`config.mk`:
```
export PLATFORM = sky130hd
export DESIGN_NAME = reset_strap_config_select
export DESIGN_NICKNAME = d
export VERILOG_FILES = /design/src/rtl/strap_cfg_pkg.sv /design/src/rtl/reset_strap_config_select.sv
export SDC_FILE = /design/constraint.sdc
export NUM_CORES = 1
export LEC_CHECK = 0
export BUFFER_PORTS_ARGS = -buffer_cell sky130_fd_sc_hd__buf_2
export CAP_MARGIN = 20
export CORE_UTILIZATION = 30
export DETAILED_ROUTE_END_ITERATION = 6
export GPL_TIMING_DRIVEN = 0
export HOLD_SLACK_MARGIN = 0.08
export SLEW_MARGIN = 20
export SYNTH_ARGS = -nofsm -noshare
export SYNTH_HDL_FRONTEND = slang
export SYNTH_SLANG_ARGS = --single-unit
```
`constraint.sdc`:
```
create_clock -name mclk_i -period 2.8 [get_ports mclk_i]
set_input_delay 0 -clock mclk_i [delete_from_list [all_inputs] [get_ports mclk_i]]
set_output_delay 0 -clock mclk_i [all_outputs]
set_load 0.01 [all_outputs]
```
`src/rtl/strap_cfg_pkg.sv`:
```
`default_nettype none

package strap_cfg_pkg;

    // --------------------------------------------------------------------
    // Strap fields as captured at reset release
    // --------------------------------------------------------------------
    typedef struct packed {
        logic       test;
        logic [2:0] select;
        logic [1:0] if_mode;
    } strap_s;

    localparam int STRAP_W = 6;

    // --------------------------------------------------------------------
    // Strap encodings
    // --------------------------------------------------------------------
    localparam logic [1:0] IF_STRAP_I2C0 = 2'h0;
    localparam logic [1:0] IF_STRAP_I2C1 = 2'h1;
    localparam logic [1:0] IF_STRAP_ALT  = 2'h2;
    localparam logic [1:0] IF_STRAP_SPI  = 2'h3;

    localparam logic [2:0] SEL_EEPROM_PROG  = 3'h0;
    localparam logic [2:0] SEL_SKIP_AUTOCFG = 3'h3;

    // --------------------------------------------------------------------
    // Default I2C slave addresses (seven bits)
    // --------------------------------------------------------------------
    localparam logic [6:0] I2C_ADDR_0 = 7'h74;
    localparam logic [6:0] I2C_ADDR_1 = 7'h75;
    localparam logic [6:0] I2C_ADDR_2 = 7'h76;

    // --------------------------------------------------------------------
    // Modes and states
    // --------------------------------------------------------------------
    typedef enum logic [1:0] {
        HOST_I2C,
        HOST_SPI_SLAVE,
        HOST_SPI_MASTER_BOOT
    } host_if_e;

    typedef enum logic [1:0] {
        SRC_NONE,
        SRC_ROM,
        SRC_EXT_EEPROM,
        SRC_INT_EEPROM
    } cfg_source_e;

    typedef enum logic [1:0] {
        ST_SAMPLE,
        ST_AUTOCFG,
        ST_RUN
    } state_e;

    localparam int GPIO_W    = 4;
    localparam int GPIO_TEST = 3;

endpackage

`default_nettype wire

```
`src/rtl/reset_strap_config_select.sv`:
```
// How it works
// - Configuration comes from test, select and interface straps sampled at reset release.
// - Sampled strap levels are captured into a readable status register at release.
// - After capture the strap pins act as GPIO, chip select and MISO.
// - Test strap high with select other than 011 enters manufacturing test; select straps choose the test mode.
// - Internal-EEPROM parts: test 1, select 000, interface 11 allows programmer access.
// - Test 1 with select 011 starts normally but skips auto-configuration.
// - Interface 00 and 01 give I2C with addresses 1110100 and 1110101; ROM source on no-EEPROM parts.
// - No-EEPROM parts: 10 is SPI slave from ROM; 11 boots as SPI master.
// - Select straps pick configuration 0 to 7 as a binary number.
// - Strapped I2C address is only a default; later writes replace it.
// - A read-only 12-bit identity and 4-bit revision are presented.
// - As boot SPI master the device drives commands, addresses and data on MOSI.
// - After boot as SPI master, chip select stops driving and becomes input.
`default_nettype none

module reset_strap_config_select
    import strap_cfg_pkg::*;
#(
    parameter logic        HAS_INT_EEPROM = 1'b0,
    // Arbitrary identity values
    parameter logic [11:0] IDENT_CODE     = 12'h5a3,
    parameter logic [3:0]  REV_CODE       = 4'h1
) (
    input  wire logic              mclk_i,
    input  wire logic              reset_n_i,
    input  wire logic [GPIO_W-1:0] general_io_i,
    output var  logic [GPIO_W-1:0] general_io_o,
    output var  logic [GPIO_W-1:0] general_io_oe_n_o,
    input  wire logic [GPIO_W-1:0] gpio_out_i,
    input  wire logic [GPIO_W-1:0] gpio_drive_i,
    input  wire logic              spi_select_low_i,
    output var  logic              spi_select_low_o,
    output var  logic              spi_select_low_oe_n_o,
    input  wire logic              miso_i,
    output var  logic              miso_o,
    output var  logic              miso_oe_n_o,
    output var  logic              mosi_o,
    output var  logic              mosi_oe_n_o,
    output var  logic              sclk_o,
    output var  logic              sclk_oe_n_o,
    input  wire logic              boot_select_low_i,
    input  wire logic              boot_mosi_i,
    input  wire logic              boot_sclk_i,
    input  wire logic              autocfg_done_i,
    input  wire logic              slave_miso_i,
    input  wire logic              slave_miso_en_i,
    input  wire logic              i2c_sda_low_i,
    input  wire logic              i2c_addr_wr_i,
    input  wire logic [6:0]        i2c_addr_wdata_i,
    output var  strap_s            strap_capture_status_o,
    output var  logic              straps_captured_o,
    output var  host_if_e          host_if_o,
    output var  cfg_source_e       cfg_source_o,
    output var  logic [2:0]        config_index_o,
    output var  logic              test_mode_o,
    output var  logic [2:0]        test_select_o,
    output var  logic              skip_autocfg_o,
    output var  logic              eeprom_program_o,
    output var  logic              autocfg_busy_o,
    output var  logic [6:0]        i2c_slave_address_reg_o,
    output var  logic [7:0]        ident_reg_hi_o,
    output var  logic [7:0]        ident_reg_lo_o
);

    // ------------------------------------------------------------------
    // Strap decode from live pin levels
    // ------------------------------------------------------------------
    state_e      state;
    state_e      next_state;
    strap_s      now_s;
    logic        dec_skip;
    logic        dec_test;
    logic        dec_prog;
    host_if_e    dec_host;
    logic [6:0]  dec_addr;
    cfg_source_e dec_source;
    logic        capture;

    assign now_s.test    = general_io_i[GPIO_TEST];
    assign now_s.select  = general_io_i[2:0];
    assign now_s.if_mode = {miso_i, spi_select_low_i};

    assign capture  = (state == ST_SAMPLE);
    assign dec_skip = now_s.test && (now_s.select == SEL_SKIP_AUTOCFG);
    assign dec_test = now_s.test && !dec_skip;
    assign dec_prog = HAS_INT_EEPROM && now_s.test
                      && (now_s.select == SEL_EEPROM_PROG)
                      && (now_s.if_mode == IF_STRAP_SPI);

    assign dec_host =
        (now_s.if_mode == IF_STRAP_SPI) ?
            (HAS_INT_EEPROM ? HOST_SPI_SLAVE : HOST_SPI_MASTER_BOOT) :
        (now_s.if_mode == IF_STRAP_ALT) ?
            (HAS_INT_EEPROM ? HOST_I2C : HOST_SPI_SLAVE) :
        HOST_I2C;

    assign dec_addr =
        (now_s.if_mode == IF_STRAP_I2C1) ? I2C_ADDR_1 :
        (now_s.if_mode == IF_STRAP_ALT)  ? I2C_ADDR_2 : I2C_ADDR_0;

    assign dec_source =
        (dec_test || dec_skip)            ? SRC_NONE       :
        HAS_INT_EEPROM                    ? SRC_INT_EEPROM :
        (now_s.if_mode == IF_STRAP_SPI)   ? SRC_EXT_EEPROM : SRC_ROM;

    // ------------------------------------------------------------------
    // Sequencer
    // ------------------------------------------------------------------
    always_comb begin
        next_state = state;
        unique case (state)
            ST_SAMPLE: begin
                next_state = (dec_source == SRC_NONE) ? ST_RUN : ST_AUTOCFG;
            end
            ST_AUTOCFG: begin
                if (autocfg_done_i) begin
                    next_state = ST_RUN;
                end
            end
            ST_RUN: begin
                next_state = ST_RUN;
            end
        endcase
    end

    always_ff @(posedge mclk_i or negedge reset_n_i) begin
        if (!reset_n_i) begin
            state <= ST_SAMPLE;
        end else begin
            state <= next_state;
        end
    end

    // ------------------------------------------------------------------
    // Captured configuration, held until the next reset
    // ------------------------------------------------------------------
    always_ff @(posedge mclk_i or negedge reset_n_i) begin
        if (!reset_n_i) begin
            strap_capture_status_o <= '0;
            straps_captured_o      <= 1'b0;
            host_if_o              <= HOST_I2C;
            cfg_source_o           <= SRC_NONE;
            config_index_o         <= '0;
            test_mode_o            <= 1'b0;
            test_select_o          <= '0;
            skip_autocfg_o         <= 1'b0;
            eeprom_program_o       <= 1'b0;
        end else if (capture) begin
            strap_capture_status_o <= now_s;
            straps_captured_o      <= 1'b1;
            host_if_o              <= dec_host;
            cfg_source_o           <= dec_source;
            config_index_o         <= now_s.select;
            test_mode_o            <= dec_test;
            test_select_o          <= dec_test ? now_s.select : '0;
            skip_autocfg_o         <= dec_skip;
            eeprom_program_o       <= dec_prog;
        end
    end

    // ------------------------------------------------------------------
    // I2C address register and identity
    // ------------------------------------------------------------------
    always_ff @(posedge mclk_i or negedge reset_n_i) begin
        if (!reset_n_i) begin
            i2c_slave_address_reg_o <= I2C_ADDR_0;
        end else if (capture) begin
            i2c_slave_address_reg_o <= dec_addr;
        end else if (i2c_addr_wr_i) begin
            i2c_slave_address_reg_o <= i2c_addr_wdata_i;
        end
    end

    always_ff @(posedge mclk_i or negedge reset_n_i) begin
        if (!reset_n_i) begin
            ident_reg_hi_o <= IDENT_CODE[11:4];
            ident_reg_lo_o <= {IDENT_CODE[3:0], REV_CODE};
        end else begin
            ident_reg_hi_o <= IDENT_CODE[11:4];
            ident_reg_lo_o <= {IDENT_CODE[3:0], REV_CODE};
        end
    end

    // ------------------------------------------------------------------
    // Run-time pin roles
    // ------------------------------------------------------------------
    logic master_boot;
    logic slave_live;
    logic i2c_live;

    assign master_boot = (state == ST_AUTOCFG) && (host_if_o == HOST_SPI_MASTER_BOOT);
    assign slave_live  = (state != ST_SAMPLE) && !master_boot && (host_if_o != HOST_I2C);
    assign i2c_live    = (state != ST_SAMPLE) && (host_if_o == HOST_I2C);

    always_ff @(posedge mclk_i or negedge reset_n_i) begin
        if (!reset_n_i) begin
            autocfg_busy_o        <= 1'b0;
            spi_select_low_o      <= 1'b1;
            spi_select_low_oe_n_o <= 1'b1;
            miso_o                <= 1'b0;
            miso_oe_n_o           <= 1'b1;
            mosi_o                <= 1'b0;
            mosi_oe_n_o           <= 1'b1;
            sclk_o                <= 1'b0;
            sclk_oe_n_o           <= 1'b1;
        end else begin
            autocfg_busy_o        <= (next_state == ST_AUTOCFG);
            spi_select_low_o      <= boot_select_low_i;
            spi_select_low_oe_n_o <= !master_boot;
            miso_o                <= slave_miso_i;
            miso_oe_n_o           <= !(slave_live && slave_miso_en_i);
            mosi_o                <= master_boot ? boot_mosi_i : 1'b0;
            mosi_oe_n_o           <= !(master_boot || (i2c_live && i2c_sda_low_i));
            sclk_o                <= boot_sclk_i;
            sclk_oe_n_o           <= !master_boot;
        end
    end

    genvar gi;
    generate
        for (gi = 0; gi < GPIO_W; gi++) begin : g_gpio
            always_ff @(posedge mclk_i or negedge reset_n_i) begin
                if (!reset_n_i) begin
                    general_io_o[gi]      <= 1'b0;
                    general_io_oe_n_o[gi] <= 1'b1;
                end else begin
                    general_io_o[gi]      <= gpio_out_i[gi];
                    general_io_oe_n_o[gi] <= capture || !gpio_drive_i[gi];
                end
            end
        end
    endgenerate

    // ------------------------------------------------------------------
    // Checks
    // ------------------------------------------------------------------
    a_status_held: assert property (@(posedge mclk_i) disable iff (!reset_n_i)
        straps_captured_o |=> $stable(strap_capture_status_o) && straps_captured_o)
        else $error("captured straps changed");

    a_pins_quiet: assert property (@(posedge mclk_i) disable iff (!reset_n_i)
        !straps_captured_o |-> (&general_io_oe_n_o) && spi_select_low_oe_n_o && miso_oe_n_o)
        else $error("strap pin driven before capture");

    a_capture_value: assert property (@(posedge mclk_i) disable iff (!reset_n_i)
        (state == ST_SAMPLE) |=> strap_capture_status_o == $past(now_s))
        else $error("status differs from sampled straps");

    a_test_mode: assert property (@(posedge mclk_i) disable iff (!reset_n_i)
        straps_captured_o && strap_capture_status_o.test
        && strap_capture_status_o.select != SEL_SKIP_AUTOCFG
        |-> test_mode_o && test_select_o == strap_capture_status_o.select
            && cfg_source_o == SRC_NONE)
        else $error("test mode decode wrong");

    a_skip_start: assert property (@(posedge mclk_i) disable iff (!reset_n_i)
        $rose(straps_captured_o) && skip_autocfg_o |-> state == ST_RUN && !test_mode_o)
        else $error("skip mode still auto-configures");

    a_prog_mode: assert property (@(posedge mclk_i) disable iff (!reset_n_i)
        straps_captured_o |-> eeprom_program_o == (HAS_INT_EEPROM
            && strap_capture_status_o.test
            && strap_capture_status_o.select == SEL_EEPROM_PROG
            && strap_capture_status_o.if_mode == IF_STRAP_SPI))
        else $error("programming mode decode wrong");

    a_i2c_default: assert property (@(posedge mclk_i) disable iff (!reset_n_i)
        $rose(straps_captured_o) && strap_capture_status_o.if_mode == IF_STRAP_I2C1
        |-> i2c_slave_address_reg_o == I2C_ADDR_1 && host_if_o == HOST_I2C)
        else $error("default I2C address wrong");

    a_addr_write: assert property (@(posedge mclk_i) disable iff (!reset_n_i)
        straps_captured_o && i2c_addr_wr_i |=> i2c_slave_address_reg_o == $past(i2c_addr_wdata_i))
        else $error("I2C address write lost");

    a_cfg_index: assert property (@(posedge mclk_i) disable iff (!reset_n_i)
        straps_captured_o |-> config_index_o == strap_capture_status_o.select)
        else $error("configuration index wrong");

    a_master_mosi: assert property (@(posedge mclk_i) disable iff (!reset_n_i)
        master_boot |=> !mosi_oe_n_o && !spi_select_low_oe_n_o && mosi_o == $past(boot_mosi_i))
        else $error("boot master not driving");

    a_select_release: assert property (@(posedge mclk_i) disable iff (!reset_n_i)
        (state == ST_AUTOCFG) && autocfg_done_i |=> ##1 spi_select_low_oe_n_o && sclk_oe_n_o)
        else $error("chip select still driven after boot");

    a_ident: assert property (@(posedge mclk_i) disable iff (!reset_n_i)
        {ident_reg_hi_o, ident_reg_lo_o} == {IDENT_CODE, REV_CODE})
        else $error("identity value wrong");

endmodule

`default_nettype wire

```
### Word-level counts from Yosys, hierarchy flattened

Cells that the tools add are included.

| operators by class | value |
|---|---|
| eq/ne operators | 8 |
| multiplexer cells | 13 |
| reduce and logical (&&, ||, !) cells | 28 |

Operators by type and width:

| operator | number |
|---|---|
| two-way mux 2 bit | 7 |
| two-way mux 7 bit | 2 |
| equality test 2 bit (second input constant) | 4 |
| logical AND 1 bit | 8 |
| zero test 1 bit | 8 |
| equality test 2 x 1 -> 1 bit (second input constant) | 3 |
| zero test 2 bit | 3 |
| logical OR 1 bit | 6 |
| case mux 2 bit (3 select lines) | 1 |
| nonzero test 2 bit | 3 |
| equality test 3 x 2 -> 1 bit (second input constant) | 1 |
| two-way mux 3 bit | 1 |
| two-way mux 1 bit | 2 |

| word-level totals | value |
|---|---|
| bits in registers | 41 |
| input port bits | 31 |
| output and inout bits | 60 |
| word-level logic and storage cells | 76 |

### Depth between registers and ports, before layout

Gate-level depths: netlist of the first run.

| depth | value |
|---|---|
| depth after elaboration | 10 |
| depth in mapped cells | 6 |
| gate-level depth less buffers | 4 |

### Worst setup path after synthesis of the first run

No wires, ideal clock.

| timing | value |
|---|---|
| path kind | reg2reg |
| from | register state[1] |
| to | register config_index_o[0] |
| library setup time | 0.125 ns |
| arrival time | 1.137 ns |
| data required time | 2.675 ns |
| setup slack | 1.537 ns |
| stages on the path, launching flop included | 6 |
| buffers on the path | 2 |
| clock period less this slack | 1.263 ns |
| path through | dfrtp_1 -> inv_1 -> ha_1 -> buf_6 -> buf_6 -> mux2_4 |

| on the way | value |
|---|---|
| cells in the longest elaborated chain, start to end | 1 |

RTL lines:

| item | line | text |
|---|---|---|
| from (decl) | reset_strap_config_select.sv:69 | `state_e state;` |
| from (signal assigned) | reset_strap_config_select.sv:131 | `state <= next_state;` |
| zero test 2 bit | reset_strap_config_select.sv:84 | `assign capture = (state == ST_SAMPLE);` |
| to (signal assigned) | reset_strap_config_select.sv:154 | `config_index_o <= now_s.select;` |
| to (decl) | reset_strap_config_select.sv:55 | `output var logic [2:0] config_index_o,` |

Every way passes these cells.
A chain may end at the register's enable or synchronous reset.

### Worst setup path in the final report of the first run

| timing | value |
|---|---|
| from | register state[1] |
| to | register autocfg_busy_o |

| on the way | value |
|---|---|
| cells in the longest elaborated chain, start to end | 3 |
| elaborated cells on any way between the ends | 6 |
| classes of those cells | 3 x eq/ne; 2 x mux; 1 x reduce/logical |

RTL lines:

| item | line | text |
|---|---|---|
| equality test 2 bit (tied with other cells) | reset_strap_config_select.sv:112 | `unique case (state)` |
| case mux 2 bit (3 select lines) (*) | reset_strap_config_select.sv:112 |  |
| equality test 2 x 1 -> 1 bit (*) | reset_strap_config_select.sv:208 | `autocfg_busy_o <= (next_state == ST_AUTOCFG);` |
| to (signal assigned) | reset_strap_config_select.sv:208 |  |
| to (decl) | reset_strap_config_select.sv:60 | `output var logic autocfg_busy_o,` |

Every way passes the cells marked *; elsewhere a longest branch is shown, timed or not.

==> results.json, run 1 <==
{
  "run_status": "finished clean",
  "cts.reportedPaths.clkPinSlew_ns": 0.08,
  "antenna_cells": 0,
  "vias_per_cell": 4.07,
  "worst_r2r_path_depth": 5,
  "ctsRootBufferMaster": "clkbuf_8",
  "final.setup_skew_ns": 0.00681,
  "overflow": 0,
  "ys.warnings.count": 0,
  "synth_cell_type_count": 31,
  "finish.instance_area_um2": 2720,
  "most_common_library_cell_in_the_layout_ignoring_fill_and_taps": "buf_2",
  "hold_buffers_post_cts": 32,
  "design.core.area_um2": 5610,
  "synth_compound_gate_area_share_pct": 7.64,
  "largest_net_degree_at_the_start_of_global_routing": 42,
  "cts-buffers-inserted": 5,
  "die_w_um": 79.1,
  "fmax_mhz": 541,
  "post_cts.resized_instances": 0,
  "start_util_pct": 31.8,
  "vdd_drop_max_mv": 0.336,
  "post_synth_adder_cell_area_pct": 2.10,
  "insertion_delay_ns": 0.29,
  "timing.slew.headroom_pct": 39.2,
  "synth_edf_count": 0,
  "floorplan.io_pins": 91,
  "max_cap_violations": 0,
  "area_growth_syn_to_layout_pct": 52.3,
  "postSynthAreaPerCell_um2": 12.4,
  "worstPathRequired_ns": 3.03,
  "synth_sequential_area_ratio_pct": 58.3,
  "clock_tree.buffer_depth": 2,
  "fin_ws_ns": 0.953,
  "synth_flop_cell": "dfrtp_1",
  "hold_path_class": "in -> reg",
  "grt_antenna_before_repair": 0,
  "layout-drive-gt1-share_pct": 46.1,
  "timing.final.crit_period_ns": 1.85,
  "final_max_slew_viol_count": 0,
  "crit-reg2reg-capture": "autocfg_busy_o",
  "place.port_buffers": 72,
  "global_route_wire_length_before_repair_um": 6410,
  "layout.nets": 304,
  "setup_viol_count_final": 0,
  "crit_path_max_fanout": 5,
  "synth_top_family_by_area": "buffers and inverters",
  "floorplan.die.height_um": 79.1,
  "worstSetupPathDepth": 5,
  "finalHoldViolations": 0,
  "ff_to_ff_setup_slack_ns": 0.95,
  "worstMarginPinSlew_ns": 0.912,
  "synthesis.area_um2": 1790,
  "simple_logic_cell_fraction_of_the_synthesized_area_pct": 10.9,
  "vias": 1395,
  "final_core_utilization_pct": 48.5,
  "final_worst_path_period_share_pct": 66.0,
  "rsz0062_at_grt": "no",
  "cts_tree": "yes",
  "initialDrtViolationCount": 47,
  "drc": 0,
  "detailed_place.area_um2": 2290,
  "layout.filler_cells": 544,
  "drt-wirelength-per-cell_um": 11.7,
  "placementRows": 27,
  "worstSetupEndpointType": "flip-flop",
  "place.detailed.hpwl_um": 2650,
  "pre_cts_slack_ns": 1.43,
  "post_synth_mux_area_share_pct": 6.73,
  "cp-start-kind": "flip-flop",
  "largest_stage_delay_worst_path_ns": 0.59,
  "ctsHtreeMaxLevel": 2,
  "synth_xor_area_share_pct": 0,
  "grt_use_total_pct": 13.5,
  "wl_um": 4010,
  "cts_setup_buffers": 0,
  "chain_of_cells_forming_the_critical_path": "inv_1 > ha_1 > nand4b_1 > o32ai_1 > dlygate4sd3_1",
  "critPathKind": "reg -> reg",
  "asyncSetResetFlopFracSynth_pct": 100,
  "place_congestion": 0.706,
  "synth_seq_cells": 41,
  "pwr_density_cell_nw_per_um2": 883,
  "critPathTopFamily": "buffers and inverters",
  "reg2reg_from": "state[1]",
  "most-common-layout-cells": "buf_2, dlygate4sd3_1, dfrtp_1",
  "floorplan_die_area_um2": 6260,
  "critical_path.slowest_cell": "dlygate4sd3_1",
  "critical_path_buffers_and_inverters": 2,
  "cellLeakagePower_nw": 1.39,
  "syn-instance-count": 144,
  "grt_pass1_vias": 1355,
  "setup.worst_path.start": "state[1]",
  "setup-tns-final_ns": 0,
  "cts_num_sinks": 41,
  "timing.critical_path.arrival_ns": 2.07,
  "drt.antenna.violating_nets": 0,
  "setup.worst_path.end": "autocfg_busy_o",
  "drt-pass1-iter-count": 4
}
## cell families (layout without fill, tap and decap cells)
kind of cell | after synthesis | count (layout)
DFF | 41 | 41
buffers and inverters | 37 | 149
and+or+nand+nor | 30 | 30
AOI/OAI and AO/OA | 21 | 21
muxes | 10 | 10
adders and majority gates | 3 | 3
other | 2 | 17
## worst min path at each step
stage / from / end / depth (start not counted)
after detailed placement: boot_select_low_i / spi_select_low_o / 1
after global routing: i2c_addr_wr_i / i2c_slave_address_reg_o[4] / 3
after CTS: i2c_addr_wr_i / i2c_slave_address_reg_o[5] / 3
after floorplan: reset_n_i / autocfg_busy_o / 0
final: i2c_addr_wr_i / i2c_slave_address_reg_o[5] / 3
after global placement: boot_select_low_i / spi_select_low_o / 1
## synth_stat cells (all sizes together), types with 3 or more instances
master | count | area [um^2]
a211o | 4 | 35.0
buf | 27 | 211
dfrtp | 29 | 726
dfstp | 12 | 315
ha | 3 | 37.5
inv | 10 | 37.5
mux2 | 7 | 90.1
mux2i | 3 | 30.0
nand2b | 4 | 25.0
nand3b | 3 | 22.5
nor2 | 3 | 11.3
nor2b | 8 | 50.1
o21ai | 11 | 55.1
## sequential cells by signal, summed over array words and instances, names as in the netlist, 2 cells and up
| signal | cells |
|---|---|
| cfg_source_o | 2 |
| config_index_o | 3 |
| general_io_o | 4 |
| general_io_oe_n_o | 4 |
| host_if_o | 2 |
| i2c_slave_address_reg_o | 7 |
| state | 2 |
| strap_capture_status_o | 3 |
| test_select_o | 3 |
## through the flow
stage	total power, W	std cells	hold WS, ns
4_1_cts	0.00243	343	0.114
2_1_floorplan	0.00154	159	-0.296
5_1_grt	0.00258	343	0.140
3_3_place_gp	0.00187	303	0.106
6_report	0.00240	343	0.138
3_5_place_dp	0.00189	303	0.108
## layout make-up
type	instances	area, um^2	area share (%)
Buffer	27	211	7.77
Clock buffer	6	72.6	2.67
Clock inverter	2	35.0	1.29
Inverter	10	37.5	1.38
Multi-Input combinational cell	81	552	20.3
Sequential cell	41	1040	38.3
Tap cell	72	90.1	3.31
Timing Repair Buffer	104	681	25.0
## routing by layer
metal | part of all wire (%) | GRT usage, %
met2 | 46 | 23.1
met4 | 1.2 | 4.36
met3 | 7.1 | 3.68
met5 | 0 | 0
met1 | 46 | 16.3
## where the power goes
part           total [W]  leakage, nW  internal [W]  switching, W
Combinational   0.000995        0.855      0.000512      0.000483
Sequential      0.000940        0.483      0.000831      0.000109
Clock           0.000468       0.0552      0.000265      0.000203
Total            0.00240         1.39       0.00161      0.000795
## worst min-delay path: cells and delay by family
family                 cells  cell delay (ns)
buffers and inverters      2             0.26
AO/OA/AOI/OAI              1             0.14
Power figures use the tool's default switching activity.
==> run 2: changes to the inputs <==
Clock period 2.8 ns to 1.9 ns, I/O delays scaled along.
==> results.json, run 2 (synthesis results as in run 1) <==
{
  "area_growth_syn_to_layout_pct": 54.2,
  "grt_pass1_vias": 1355,
  "cts_tree": "yes",
  "cts_num_sinks": 41,
  "final_max_slew_viol_count": 0,
  "pre_cts_slack_ns": 0.528,
  "design.core.area_um2": 5610,
  "initialDrtViolationCount": 47,
  "hold_path_class": "in -> reg",
  "insertion_delay_ns": 0.29,
  "worstSetupEndpointType": "flip-flop",
  "critPathKind": "reg -> reg",
  "clock_tree.buffer_depth": 2,
  "drc": 0,
  "final_worst_path_period_share_pct": 93.7,
  "vias_per_cell": 4.04,
  "drt-pass1-iter-count": 2,
  "vdd_drop_max_mv": 0.497,
  "timing.hold.worst.start": "i2c_addr_wr_i",
  "start_util_pct": 31.8,
  "max_cap_violations": 0,
  "setup.worst_path.start": "state[0]",
  "reg2reg_from": "state[0]",
  "run_status": "finished clean",
  "final.setup_skew_ns": 0.00875,
  "cts.reportedPaths.clkPinSlew_ns": 0.08,
  "global_route_wire_length_before_repair_um": 6410,
  "worstPathRequired_ns": 2.08,
  "most_common_library_cell_in_the_layout_ignoring_fill_and_taps": "buf_2",
  "setup-tns-final_ns": 0,
  "layout.filler_cells": 541,
  "antenna_cells": 0,
  "ctsHtreeMaxLevel": 2,
  "regMostFlops": "i2c_slave_address_reg_o",
  "crit_path_max_fanout": 10,
  "rsz0062_at_grt": "no",
  "pwr_density_cell_nw_per_um2": 1320,
  "largest_net_degree_at_the_start_of_global_routing": 42,
  "finalHoldViolations": 0,
  "placementRows": 27,
  "ctsRootBufferMaster": "clkbuf_8",
  "overflow": 0,
  "floorplan.die.height_um": 79.1,
  "place_congestion": 0.706,
  "drt-wirelength-per-cell_um": 11.8,
  "grt_use_total_pct": 13.5,
  "layout-drive-gt1-share_pct": 47.8,
  "floorplan.io_pins": 91,
  "place.port_buffers": 72,
  "largest_reg_flops": 7,
  "timing.critical_path.arrival_ns": 1.96,
  "place.detailed.hpwl_um": 2650,
  "fmax_mhz": 562,
  "setup_viol_count_final": 0,
  "final_core_utilization_pct": 49.1,
  "die_w_um": 79.1,
  "registers_with_the_most_flip_flops": "i2c_slave_address_reg_o (7), general_io_o (4), general_io_oe_n_o (4)",
  "timing.slew.headroom_pct": 38.1,
  "cts-buffers-inserted": 5,
  "most-common-layout-cells": "buf_2, dlygate4sd3_1, dfrtp_1",
  "floorplan_die_area_um2": 6260,
  "worstMarginPinSlew_ns": 0.928,
  "timing.final.crit_period_ns": 1.78,
  "vias": 1390,
  "wl_um": 4050,
  "fin_ws_ns": 0.121,
  "fin_hold_ws_ns": 0.135,
  "cp-start-kind": "flip-flop",
  "cellLeakagePower_nw": 1.40,
  "drt.antenna.violating_nets": 0,
  "layout.nets": 305,
  "grt_antenna_before_repair": 0
}
[run 2: changes by cell type in the layout (fill, tap and decap cells not counted), sizes merged]
cell	delta
buf	+1
clkbuf	+1
dlygate4sd3	-1
[run 2: worst max-delay path: stages, from the launching register on]
cell           delay, ns
dfrtp_1             0.40
inv_1               0.13
ha_4                0.15
buf_6               0.14
clkbuf_4            0.20
o21ai_0             0.09
dlygate4sd3_1       0.56
[run 2: routing by layer]
layer | wire, um | part of all wire [%] | global-route usage, % | vias up
met5 | 0 | 0 | 0 | -
met4 | 36 | 0.89 | 4.36 | 0
met3 | 301 | 7.4 | 3.68 | 4
met2 | 1890 | 47 | 23.1 | 64
met1 | 1820 | 45 | 16.3 | 631
li1 | - | - | - | 691
[run 2: area by class of cell]
| cell class | count | area, um^2 | share of cell area, % |
|---|---|---|---|
| inverters | 10 | 37.5 | 1.36 |
| repair buffers | 105 | 686 | 24.9 |
| multi-input cells | 81 | 574 | 20.9 |
| well taps | 72 | 90.1 | 3.27 |
| clock inverters | 2 | 35.0 | 1.27 |
| flip-flops and latches | 41 | 1040 | 37.8 |
| plain buffers | 27 | 218 | 7.91 |
| clock buffers | 6 | 72.6 | 2.64 |
[run 2: per-stage QoR]
stage	total power, W	std cells	instance area (um^2)
after CTS	0.00358	343	2720
after global placement	0.00276	303	2290
after floorplan	0.00227	159	1840
after global routing	0.00391	344	2750
final	0.00363	344	2750
after detailed placement	0.00279	303	2290
[run 2: path summary, 6_finish.rpt]
path / endpoint / slack [ns] / depth (start not counted)
setup / recovery: i2c_slave_address_reg_o[0] / 0.12 / 6
hold / removal: i2c_slave_address_reg_o[5] / 0.14 / 3
setup reg to reg: i2c_slave_address_reg_o[0] / 0.12 / 6
hold reg to reg: straps_captured_o / 0.46 / 1
max in group asynchronous: straps_captured_o / 0.94 / 2
min in group asynchronous: strap_capture_status_o[1] / 0.38 / 2
[run 2: power breakdown]
part	leakage, nW	internal, W	switching [W]
combinational	0.861	0.000819	0.000739
sequential	0.483	0.00122	0.000157
clock	0.0552	0.000390	0.000303
[run 2: repair_timing]
item / CTS / global route
setup endpoints to repair: 0 / 2
buffers inserted: 0 / 2
resized for setup: 0 / 6
hold buffers: 32 / 0
endpoints found under the hold margin: 66 / 0
==> run 3: changes to the inputs <==
Settings changed: CORE_UTILIZATION 30 to 45, PLACE_DENSITY set to 0.79.
==> results.json, run 3 (synthesis results as in run 1) <==
{
  "run_status": "finished clean",
  "worstMarginPinSlew_ns": 0.864,
  "ctsHtreeMaxLevel": 2,
  "initialDrtViolationCount": 33,
  "chain_of_cells_forming_the_critical_path": "inv_1 > ha_1 > nand4b_1 > o32ai_1 > dlygate4sd3_1",
  "finish.instance_area_um2": 2700,
  "pwr_density_cell_nw_per_um2": 1330,
  "grt_pass1_vias": 1387,
  "rsz0062_at_grt": "no",
  "layout_cells_excl_fill": 317,
  "hold_path_class": "in -> reg",
  "fmax_mhz": 560,
  "place.detailed.hpwl_um": 2490,
  "cts_num_sinks": 41,
  "largest_reg_flops": 7,
  "critPathKind": "reg -> reg",
  "start_util_pct": 47.7,
  "registers_with_the_most_flip_flops": "i2c_slave_address_reg_o (7), general_io_o (4), general_io_oe_n_o (4)",
  "layout-drive-gt1-share_pct": 47.2,
  "cellLeakagePower_nw": 1.39,
  "drc": 0,
  "cts-buffers-inserted": 5,
  "antenna_cells": 0,
  "vias": 1401,
  "wl_um": 3780,
  "crit_path_max_fanout": 5,
  "clock_tree.buffer_depth": 2,
  "cp-start-kind": "flip-flop",
  "detailed_place.area_um2": 2260,
  "place_congestion": 0.723,
  "insertion_delay_ns": 0.29,
  "critical_path.slowest_cell": "dlygate4sd3_1",
  "design.core.area_um2": 3740,
  "global_route_wire_length_before_repair_um": 6110,
  "floorplan.die.height_um": 65.0,
  "most-common-layout-cells": "buf_2, dlygate4sd3_1, dfrtp_1",
  "ctsRootBufferMaster": "clkbuf_8",
  "drt.antenna.violating_nets": 0,
  "timing.critical_path.arrival_ns": 2.02,
  "max_cap_violations": 0,
  "drt-wirelength-per-cell_um": 11.9,
  "timing.final.crit_period_ns": 1.78,
  "timing.slew.headroom_pct": 42.4,
  "setup_viol_count_final": 0,
  "regMostFlops": "i2c_slave_address_reg_o",
  "area_growth_syn_to_layout_pct": 50.9,
  "grt_antenna_before_repair": 0,
  "largest_net_degree_at_the_start_of_global_routing": 42,
  "final_max_slew_viol_count": 0,
  "final_worst_path_period_share_pct": 93.9,
  "die_w_um": 65.0,
  "vias_per_cell": 4.42,
  "floorplan.io_pins": 91,
  "place_inst": 279,
  "largest_stage_delay_worst_path_ns": 0.58,
  "finalHoldViolations": 0,
  "final.setup_skew_ns": 0.0136,
  "worstSetupEndpointType": "flip-flop",
  "place.port_buffers": 72,
  "grt_use_total_pct": 19.1,
  "cts_tree": "yes",
  "worstPathRequired_ns": 2.13,
  "most_common_library_cell_in_the_layout_ignoring_fill_and_taps": "buf_2",
  "overflow": 0,
  "cts.reportedPaths.clkPinSlew_ns": 0.08,
  "setup-tns-final_ns": 0,
  "pre_cts_slack_ns": 0.545,
  "vdd_drop_max_mv": 0.892,
  "floorplan_die_area_um2": 4220,
  "drt-pass1-iter-count": 4,
  "fin_ws_ns": 0.116,
  "placementRows": 22,
  "layout.nets": 302
}
[run 3: cell types whose count changed in the layout (fill, tap and decap cells not counted), sizes merged]
cell,before,now
clkbuf,7,6
clkinv,1,0
clkinvlp,0,1
buf,100,99
dlygate4sd3,31,30
[run 3: what timing repair did]
action | in CTS | in global routing
setup buffers | 0 | 0
hold buffers | 30 | 0
resized for setup | 0 | 1
endpoints found under the hold margin | 66 | 0
setup endpoints to repair | 0 | 1
[run 3: path summary, 6_finish.rpt]
check	from	to	slack, ns	cells past startpoint
worst max register to register	state[1]	autocfg_busy_o	0.12	5
worst min-delay path	i2c_addr_wr_i	i2c_slave_address_reg_o[2]	0.12	3
min in group asynchronous	reset_n_i	host_if_o[0]	0.37	2
worst min register to register	straps_captured_o	straps_captured_o	0.46	1
max in group asynchronous	reset_n_i	i2c_slave_address_reg_o[3]	0.99	2
worst max-delay path	state[1]	autocfg_busy_o	0.12	5
[run 3: worst max-delay path: cells and delay by family, from the launching register on]
family / cells / cell delay, ns
AOI/OAI and AO/OA: 1 / 0.23
DFF: 1 / 0.41
and+or+nand+nor: 1 / 0.15
adders and majority gates: 1 / 0.24
buffers and inverters: 2 / 0.70
[run 3: report_power, final]
part	internal [W]	total (W)	switching, W
clock network	0.000427	0.000717	0.000290
logic	0.000760	0.00147	0.000713
registers	0.00123	0.00138	0.000158
[run 3: final cells by class]
class	instances	area, um^2
clock buffer	6	82.6
timing repair buffer	102	661
tap	48	60.1
multi-input combinational	81	564
buffer	27	211
inverter	10	37.5
clock inverter	2	37.5
fill	274	1050
sequential	41	1040
[run 3: metal layers]
layer | vias to the layer above | routed length [um] | GRT usage, %
li1 | 687 | - | -
met1 | 645 | 1620 | 23.6
met2 | 63 | 1850 | 32.9
met3 | 6 | 250 | 3.52
met4 | 0 | 66 | 7.50
met5 | - | 0 | 0
[run 3: metrics by stage]
step           utilization (%)  total power [W]  hold slack [ns]
4_1_cts                   71.7          0.00355            0.123
6_report                  72.0          0.00357            0.122
2_1_floorplan                -          0.00227           -0.296
3_5_place_dp              60.4          0.00276            0.109
3_3_place_gp              60.4          0.00272            0.108
5_1_grt                   72.0          0.00380            0.128
